**src/verilog/tfp_pkg.sv**
```systemverilog
// shared constants and carriers of the thermal fan pwm controller
// assumes one 125 MHz clock and comparator results already in logic levels
package tfp_pkg;

	localparam int unsigned CLK_HZ = 125000000;
	// time base rate, nominal figure of the band 30 to 60 Hz
	localparam int unsigned TIME_BASE_HZ = 30;
	localparam int unsigned DUTY_W = 8;
	// triangle steps per time base period: up DUTY_MAX and back down
	localparam int unsigned DUTY_MAX = 255;
	localparam int unsigned TRI_STEPS = 2 * DUTY_MAX;
	localparam int unsigned STEP_CYCLES = CLK_HZ / (TIME_BASE_HZ * TRI_STEPS);
	localparam int unsigned STARTUP_PERIODS = 64;
	localparam int unsigned STEP_W = 16;
	localparam int unsigned PER_W = 7;

	localparam logic [DUTY_W-1:0] DUTY_ZERO = 8'h00;
	localparam logic [DUTY_W-1:0] DUTY_FULL = 8'hff;
	localparam logic [STEP_W-1:0] STEP_RST = 16'h0000;
	localparam logic [PER_W-1:0] PER_RST = 7'h00;

	typedef enum logic [1:0] {
		TFP_SHUTDOWN,
		TFP_STARTUP,
		TFP_NORMAL,
		TFP_SLEEP
	} tfp_mode_t;

	// synchronised comparator results
	typedef struct packed {
		logic below_shutdown;
		logic above_restart;
		logic both_below_sleep;
		logic any_above_wake;
		logic above_overtemp;
		logic above_full_duty;
	} tfp_cmp_t;

	// fan drive and fault pins
	typedef struct packed {
		logic drive;
		logic drive_oe;
		logic fault_n;
		logic fault_oe;
	} tfp_pins_t;

endpackage

```
**src/verilog/tfp_time_base.sv**
```systemverilog
// time base: triangle counter plus one-cycle period pulse
// assumes a clock rate well above the triangle step rate
`timescale 1ns/10ps

module tfp_time_base
	import tfp_pkg::*;
#(
	parameter int unsigned STEP_DIV = STEP_CYCLES
)
(
	input wire logic ref_clk_i,
	input wire logic rst_i,
	input wire logic run_i,
	output logic [DUTY_W-1:0] tri_o,
	output logic period_o
);

	typedef struct packed {
		logic [STEP_W-1:0] step;
		logic [DUTY_W-1:0] tri_val;
		logic down;
		logic period;
	} tfp_tb_state_t;

	tfp_tb_state_t state_ff;
	tfp_tb_state_t nxt_state;

	////////////////////////////////////////////////////////////////////////
	always_comb
	begin
		nxt_state = state_ff;
		nxt_state.period = 1'b0;
		if (!run_i)
		begin
			// halted time base restarts at the bottom of the triangle
			nxt_state.step = STEP_RST;
			nxt_state.tri_val = DUTY_ZERO;
			nxt_state.down = 1'b0;
		end
		else if (state_ff.step == STEP_W'(STEP_DIV - 1))
		begin
			nxt_state.step = STEP_RST;
			if (!state_ff.down)
			begin
				nxt_state.tri_val = state_ff.tri_val + 8'h01;
				if (state_ff.tri_val == DUTY_MAX - 1)
					nxt_state.down = 1'b1;
			end
			else
			begin
				nxt_state.tri_val = state_ff.tri_val - 8'h01;
				if (state_ff.tri_val == 8'h01)
				begin
					nxt_state.down = 1'b0;
					nxt_state.period = 1'b1;
				end
			end
		end
		else
			nxt_state.step = state_ff.step + 16'h0001;
	end

	always_ff @(posedge ref_clk_i or posedge rst_i)
	begin
		if (rst_i)
			state_ff <= '0;
		else
			state_ff <= nxt_state;
	end

	assign tri_o = state_ff.tri_val;
	assign period_o = state_ff.period;

endmodule

```
**src/verilog/tfp_fan_ctrl.sv**
```systemverilog
// thermal fan pwm controller: mode machine, duty select, pwm and fault output
// assumes comparator levels and duty codes come from analog front end, unsynchronised
`timescale 1ns/10ps

//////////////////////////////////////////////////////////////////////////////
// Overview of operation
// - pwm and startup period count run from one slow time base, 30 to 60 Hz; mode machine runs on the clock
// - in normal mode the higher of the two duty codes sets the duty
// - duty code maps linearly 0 to full; above full duty drive stays on
// - reset input brings the whole block to its power-on state
// - primary below shutdown level kills drive and fault at once, asynchronously
// - primary rising above restart level resets as at power-up, then starts up once a level exceeds the wake threshold
// - any start from off forces drive high for 64 time base periods
// - after power-up drive low, fault inactive; stay shut down while primary low
// - active-low fault asserted when primary exceeds overtemperature threshold
// - overtemperature leaves pwm untouched; drive keeps its pwm duty
// - fault released once primary drops under overtemperature threshold
// - normal mode enters sleep when both levels fall under sleep threshold
// - sleep releases drive and fault, and halts the time base
// - sleep is left only when a level exceeds the wake threshold or primary drops below shutdown level
// - waking behaves like power-on, startup interval included
// - after reset or power-up fan starts only above the wake threshold
// - shutdown acts regardless of secondary control level
module tfp_fan_ctrl
	import tfp_pkg::*;
#(
	parameter int unsigned STEP_DIV = STEP_CYCLES,
	parameter int unsigned START_PERIODS = STARTUP_PERIODS
)
(
	input wire logic ref_clk_i,
	input wire logic rst_i,
	input wire logic below_shutdown_i,
	input wire logic above_restart_i,
	input wire logic both_below_sleep_i,
	input wire logic any_above_wake_i,
	input wire logic above_overtemp_i,
	input wire logic above_full_duty_i,
	input wire logic [DUTY_W-1:0] primary_control_level_i,
	input wire logic [DUTY_W-1:0] secondary_control_level_i,
	output logic fan_drive_o,
	output logic fan_drive_oe_o,
	output logic overtemp_fault_n_o,
	output logic overtemp_fault_oe_o,
	output logic [1:0] mode_o
);

	//////////////////////////////////////////////////////////////////////////
	// input synchronisers

	localparam int unsigned CMP_W = $bits(tfp_cmp_t);

	logic [CMP_W-1:0] cmp_raw;
	logic [CMP_W-1:0] cmp_meta_ff;
	logic [CMP_W-1:0] cmp_sync_ff;
	logic [DUTY_W-1:0] pri_meta_ff;
	logic [DUTY_W-1:0] pri_sync_ff;
	logic [DUTY_W-1:0] sec_meta_ff;
	logic [DUTY_W-1:0] sec_sync_ff;
	tfp_cmp_t cmp;

	assign cmp_raw = {below_shutdown_i, above_restart_i, both_below_sleep_i,
		any_above_wake_i, above_overtemp_i, above_full_duty_i};

	// duty codes are slow analog levels; a torn code lasts one cycle only
	always_ff @(posedge ref_clk_i or posedge rst_i)
	begin
		if (rst_i)
		begin
			cmp_meta_ff <= '0;
			cmp_sync_ff <= '0;
			pri_meta_ff <= DUTY_ZERO;
			pri_sync_ff <= DUTY_ZERO;
			sec_meta_ff <= DUTY_ZERO;
			sec_sync_ff <= DUTY_ZERO;
		end
		else
		begin
			cmp_meta_ff <= cmp_raw;
			cmp_sync_ff <= cmp_meta_ff;
			pri_meta_ff <= primary_control_level_i;
			pri_sync_ff <= pri_meta_ff;
			sec_meta_ff <= secondary_control_level_i;
			sec_sync_ff <= sec_meta_ff;
		end
	end

	assign cmp = tfp_cmp_t'(cmp_sync_ff);

	//////////////////////////////////////////////////////////////////////////
	// time base

	logic tb_run;
	logic [DUTY_W-1:0] tri_val;
	logic period_pulse;

	tfp_time_base #(
		.STEP_DIV(STEP_DIV)
	) u_time_base (
		.ref_clk_i(ref_clk_i),
		.rst_i(rst_i),
		.run_i(tb_run),
		.tri_o(tri_val),
		.period_o(period_pulse)
	);

	//////////////////////////////////////////////////////////////////////////
	// mode machine

	typedef struct packed {
		tfp_mode_t mode;
		logic [PER_W-1:0] periods;
		logic armed;
		tfp_pins_t pins;
	} tfp_state_t;

	tfp_state_t state_ff;
	tfp_state_t nxt_state;
	// pins sit in flops of their own: only they take the raw shutdown reset
	tfp_mode_t mode_ff;
	logic [PER_W-1:0] periods_ff;
	logic armed_ff;
	tfp_pins_t pins_ff;
	logic [DUTY_W-1:0] duty;

	assign state_ff = '{mode: mode_ff, periods: periods_ff, armed: armed_ff, pins: pins_ff};
	logic pwm_on;

	// time base stops in shutdown and sleep
	assign tb_run = (state_ff.mode == TFP_STARTUP) || (state_ff.mode == TFP_NORMAL);

	always_comb
	begin
		// higher of the two codes controls
		if (pri_sync_ff >= sec_sync_ff)
			duty = pri_sync_ff;
		else
			duty = sec_sync_ff;
		pwm_on = (duty > tri_val) || (duty == DUTY_FULL);
	end

	always_comb
	begin
		nxt_state = state_ff;
		unique case (state_ff.mode)
			TFP_SHUTDOWN:
			begin
				// armed once primary rises above the restart level
				nxt_state.pins.drive = 1'b0;
				nxt_state.pins.drive_oe = 1'b0;
				nxt_state.pins.fault_n = 1'b1;
				nxt_state.pins.fault_oe = 1'b0;
				nxt_state.periods = PER_RST;
				if (cmp.above_restart)
					nxt_state.armed = 1'b1;
				if (state_ff.armed && cmp.any_above_wake)
				begin
					nxt_state.mode = TFP_STARTUP;
					nxt_state.armed = 1'b0;
					nxt_state.pins.drive = 1'b1;
					nxt_state.pins.drive_oe = 1'b1;
				end
			end
			TFP_STARTUP:
			begin
				nxt_state.pins.drive = 1'b1;
				nxt_state.pins.drive_oe = 1'b1;
				nxt_state.pins.fault_n = !cmp.above_overtemp;
				nxt_state.pins.fault_oe = cmp.above_overtemp;
				if (period_pulse)
				begin
					if (state_ff.periods == PER_W'(START_PERIODS - 1))
						nxt_state.mode = TFP_NORMAL;
					else
						nxt_state.periods = state_ff.periods + 7'h01;
				end
			end
			TFP_NORMAL:
			begin
				// full duty comparator backs the code against offset errors
				nxt_state.pins.drive = pwm_on || cmp.above_full_duty;
				nxt_state.pins.drive_oe = 1'b1;
				nxt_state.pins.fault_n = !cmp.above_overtemp;
				nxt_state.pins.fault_oe = cmp.above_overtemp;
				if (cmp.both_below_sleep)
				begin
					nxt_state.mode = TFP_SLEEP;
					nxt_state.pins.drive = 1'b0;
					nxt_state.pins.drive_oe = 1'b0;
					nxt_state.pins.fault_n = 1'b1;
					nxt_state.pins.fault_oe = 1'b0;
				end
			end
			TFP_SLEEP:
			begin
				nxt_state.pins.drive = 1'b0;
				nxt_state.pins.drive_oe = 1'b0;
				nxt_state.pins.fault_n = 1'b1;
				nxt_state.pins.fault_oe = 1'b0;
				nxt_state.periods = PER_RST;
				if (cmp.any_above_wake)
				begin
					nxt_state.mode = TFP_STARTUP;
					nxt_state.pins.drive = 1'b1;
					nxt_state.pins.drive_oe = 1'b1;
				end
			end
		endcase
		// shutdown wins over every mode, whatever the secondary level
		if (cmp.below_shutdown)
		begin
			nxt_state.mode = TFP_SHUTDOWN;
			nxt_state.periods = PER_RST;
			nxt_state.armed = 1'b0;
			nxt_state.pins = '{drive: 1'b0, drive_oe: 1'b0, fault_n: 1'b1, fault_oe: 1'b0};
		end
	end

	// shutdown also clears pins straight from the raw comparator, no clock
	logic kill;
	assign kill = rst_i || below_shutdown_i;

	// mode and counters take the synchronised path; pins take the raw one
	always_ff @(posedge ref_clk_i or posedge rst_i)
	begin
		if (rst_i)
		begin
			mode_ff <= TFP_SHUTDOWN;
			periods_ff <= PER_RST;
			armed_ff <= 1'b1;
		end
		else
		begin
			mode_ff <= nxt_state.mode;
			periods_ff <= nxt_state.periods;
			armed_ff <= nxt_state.armed;
		end
	end

	always_ff @(posedge ref_clk_i or posedge kill)
	begin
		if (kill)
			pins_ff <= '{drive: 1'b0, drive_oe: 1'b0, fault_n: 1'b1, fault_oe: 1'b0};
		else
			pins_ff <= nxt_state.pins;
	end

	assign fan_drive_o = pins_ff.drive;
	assign fan_drive_oe_o = pins_ff.drive_oe;
	assign overtemp_fault_n_o = pins_ff.fault_n;
	assign overtemp_fault_oe_o = pins_ff.fault_oe;
	assign mode_o = mode_ff;

endmodule

```
**config.mk**
```make
export PLATFORM = sky130hd
export DESIGN_NAME = tfp_fan_ctrl
export DESIGN_NICKNAME = d
export VERILOG_FILES = /design/src/verilog/tfp_pkg.sv /design/src/verilog/tfp_time_base.sv /design/src/verilog/tfp_fan_ctrl.sv
export SDC_FILE = /design/constraint.sdc
export NUM_CORES = 1
export LEC_CHECK = 0
export BUFFER_PORTS_ARGS = -buffer_cell sky130_fd_sc_hd__buf_2
export CORE_UTILIZATION = 45
export DETAILED_ROUTE_END_ITERATION = 6
export MAX_ROUTING_LAYER = met4
export PLACE_DENSITY = 0.72
export REMOVE_ABC_BUFFERS = 1
export SLEW_MARGIN = 5
export SYNTH_ARGS = -nofsm -noshare
export SYNTH_HDL_FRONTEND = slang
export SYNTH_SLANG_ARGS = --single-unit
```
**constraint.sdc**
```tcl
create_clock -name ref_clk_i -period 4.5 [get_ports ref_clk_i]
set_input_delay 1.125 -clock ref_clk_i [delete_from_list [all_inputs] [get_ports ref_clk_i]]
set_output_delay 1.125 -clock ref_clk_i [all_outputs]
set_load 0.05 [all_outputs]
```
==> flow_metrics.env <==
export IMPL_gp_congestion=0.8624
export IMPL_insertion_delay_ps=350
export IMPL_synth_enable_flop_cells=0
export IMPL_grt_remaining_overflow=0
export IMPL_postSynthAreaPerCell_sq_um=11.16
export IMPL_yosys_cell_types_count=50
export IMPL_hold_viol_final=0
export IMPL_setup_total_negative_slack_ps=0
export IMPL_multi_input_comb_area_sq_um=1669
export IMPL_worst_setup_path_type="flop to flop"
export IMPL_syn_cell_area_sq_um=3896
export IMPL_post_cts_resized=0
export IMPL_worst_clock_skew_ps=7.734
export IMPL_nFillCells=710
export IMPL_syn2layout_area_growth_pct=11.95
export IMPL_min_path_type="flop to flop"
export IMPL_detail_route_vias_per_cell=5.321
export IMPL_fin_crit_sh_pct=71.87
export IMPL_vias_after_detailed_routing=2618
export IMPL_numCtsBuffers=9
export IMPL_cap_viol_max_count=0
export IMPL_antenna_cells=0
export IMPL_dp_slack_ps=1307
export IMPL_number_of_optimization_iterations_in_the_first_detailed_route_pass=4
export IMPL_yosysSeqAreaShare_pct=54.01
export IMPL_area_sequential_sq_um=2105
export IMPL_grt_util_met1_pct=21.05
export IMPL_placement_rows=33
export IMPL_clkTransAtPathRegs_ps=90
export IMPL_initial_utilization_pct=46.95
export IMPL_synthesis_instances=349
export IMPL_worst_pin_slew_ps=767.3
export IMPL_leakage_power_nw=1.943
export IMPL_layout_core_utilization_pct=52.56
export IMPL_number_of_drc_markers_in_iteration_0=147
export IMPL_cts_sink_count=84
export IMPL_cts_root_buffer="clkbuf_8"
export IMPL_synth_yosys_warnings=0
export IMPL_tritoncts_clock_tree="done"
export IMPL_wirelength_mm=6.805
export IMPL_power_per_cell_area_nw_per_um2=410.9
export IMPL_unrepaired_setup_endpoints_after_global_routing="no"
export IMPL_use_met2_pct=28.42
export IMPL_nets=434
export IMPL_synth_ff_type="dfrtp_1"
export IMPL_area_enclosed_by_the_die_boundary_sq_um=9035
export IMPL_ioPinCount=30
export IMPL_grt_total_usage_pct=17.61
export IMPL_irDropWorstVdd_v=0.0001819
export IMPL_critPathMaxFanout=10
export IMPL_routed_wl_per_cell_microns=13.83
export IMPL_postRouteAntennaNets=0
export IMPL_worst_endpoint_required_ps=4730
export IMPL_drcViolationCount=0
export IMPL_final_setup_worst_slack_ps=1266
export IMPL_cts_htree_levels=3
export IMPL_chipWidth_microns=95.05
export IMPL_final_layout_size_suffix_gt1_share_pct=16.80
export IMPL_start_kind="flop"
export IMPL_synth_largest_area_cell="dfrtp_1"
export IMPL_cp_data_arrival_time_ps=3460
export IMPL_status="completed"
export IMPL_setup_violations=0
export IMPL_die_h_microns=95.05
export IMPL_io_buffers=29
export IMPL_floorplan_core_area_sq_um=8299
export IMPL_buffers_inserted_by_post_cts_timing_repair=0
export IMPL_clockBufferDepth=2
export IMPL_type_of_element_capturing_the_critical_path="flop"
export IMPL_grtUsageMet3_pct=4.545
export IMPL_antenna_found_initial=0
export IMPL_grt_most_used_layer="met2"
export IMPL_max_slew_margin_pct=48.77
export IMPL_max_freq_mhz=309.2
export IMPL_drv_slew=0
export IMPL_layout_min_cycle_time_ps=3234
export IMPL_vias_in_the_first_global_route=2624
export IMPL_hold_bufs_at_cts=0
export IMPL_grt_first_pass_wirelength_mm=11.69
export IMPL_fraction_of_registers_with_async_set_or_reset_after_synthesis_pct=100.0
export IMPL_ys_top_cells_by_area="dfrtp_1, ha_1, nor2_1"
export IMPL_yosysTopAreaCellShare_pct=52.67
export IMPL_synth_seq_cells=84
export IMPL_grt_start_max_net_pins=43
export IMPL_dp_hpwl_mm=4.847
-- worst max-delay path: stages (launching register included) --
cell and delay [ps]:
dfrtp_1 380, inv_1 50, ha_1 280, nand2b_1 140, a2111o_1 440, a31oi_4 390
mux2_2 390, ha_1 310, nand4_1 150, nor4b_1 320, nor2_1 70, o21ai_0 90
nand4_1 110
-- placed cells by master, fill, tap and decap left out, drive strengths merged, types with 3 or more instances in the layout --
cell	n
xor2	14
a21boi	4
nand2	20
o21ai	10
nor2	34
o31ai	3
a21oi	12
and2	5
dfrtp	82
inv	28
or3	3
mux2	10
nor3	7
xnor2	8
nand3	9
buf	30
and4	3
ha	28
nand4	16
clkbuf	9
nand2b	7
and3	5
-- state kept, by name (all words and copies together) (netlist names) --
name / cells
fan_drive_o: 1
u_time_base.period_o: 1
armed_ff: 1
cmp_meta_ff: 6
u_time_base.state_ff: 17
sec_sync_ff: 8
sec_meta_ff: 8
mode_o: 2
u_time_base.tri_o: 8
pri_sync_ff: 8
fan_drive_oe_o: 1
overtemp_fault_oe_o: 1
pri_meta_ff: 8
overtemp_fault_n_o: 1
periods_ff: 7
cmp: 6
-- area by class of cell --
type / count / share of cell area [%]
flip-flops and latches: 84 / 48.25
multi-input cells: 233 / 38.27
repair buffers: 30 / 3.787
well taps: 105 / 3.012
clock buffers: 9 / 2.840
inverters: 24 / 2.065
clock inverters: 7 / 1.779
-- per-stage QoR --
stage | total power [mW] | hold slack (ps) | std cells | instance area [sq um]
after floorplan | 1.175 | 331.2 | 341 | 3864
after global placement | 1.273 | 332.3 | 476 | 4160
after detailed placement | 1.286 | 334.7 | 476 | 4160
after CTS | 1.817 | 358.2 | 492 | 4362
after global routing | 1.902 | 364.2 | 492 | 4362
final | 1.792 | 355.0 | 492 | 4362
-- cells in the mapped netlist (5+ instances only) --
cell type	number
dfrtp_1	82
nor2_1	34
ha_1	28
inv_1	24
nand2_1	20
nand4_1	15
xor2_1	14
a21oi_1	12
mux2_2	10
o21ai_0	10
nand3_1	9
xnor2_1	8
nand2b_1	7
nor3_1	7
clkbuf_1	6
and2_1	5
and3_1	5
-- final timing paths --
path,from,end,slack [ps],cells past startpoint
setup / recovery,pri_sync_ff[0],fan_drive_o,1270,12
hold reg to reg,sec_meta_ff[1],sec_sync_ff[1],350,0
max in group asynchronous,rst_i,u_time_base.tri_o[2],2910,3
min in group asynchronous,rst_i,fan_drive_oe_o,750,2
hold / removal,sec_meta_ff[1],sec_sync_ff[1],350,0
setup reg to reg,pri_sync_ff[0],fan_drive_o,1270,12
-- routing by layer --
layer | up-vias | share of wire [%]
li1 | 1283 | -
met2 | 47 | 48
met1 | 1275 | 46
met5 | - | 0
met4 | 0 | 2.2
met3 | 13 | 3.6
-- logic make-up after synthesis --
kind of cell               Yosys count  share of synthesized area [%]
buffers and inverters               32                          3.147
xor gates and xnor gates            22                          4.946
DFF                                 84                          54.01
AOI/OAI and AO/OA                   47                          8.318
adders and majority gates           28                          8.992
and+or+nand+nor                    124                          17.18
muxes                               12                          3.404
-- power by group --
| group | switching (mW) | internal, mW |
|---|---|---|
| Clock | 0.304 | 0.219 |
| Sequential | 0.0429 | 0.808 |
| Combinational | 0.276 | 0.142 |
(Power assumes the default switching activity.)
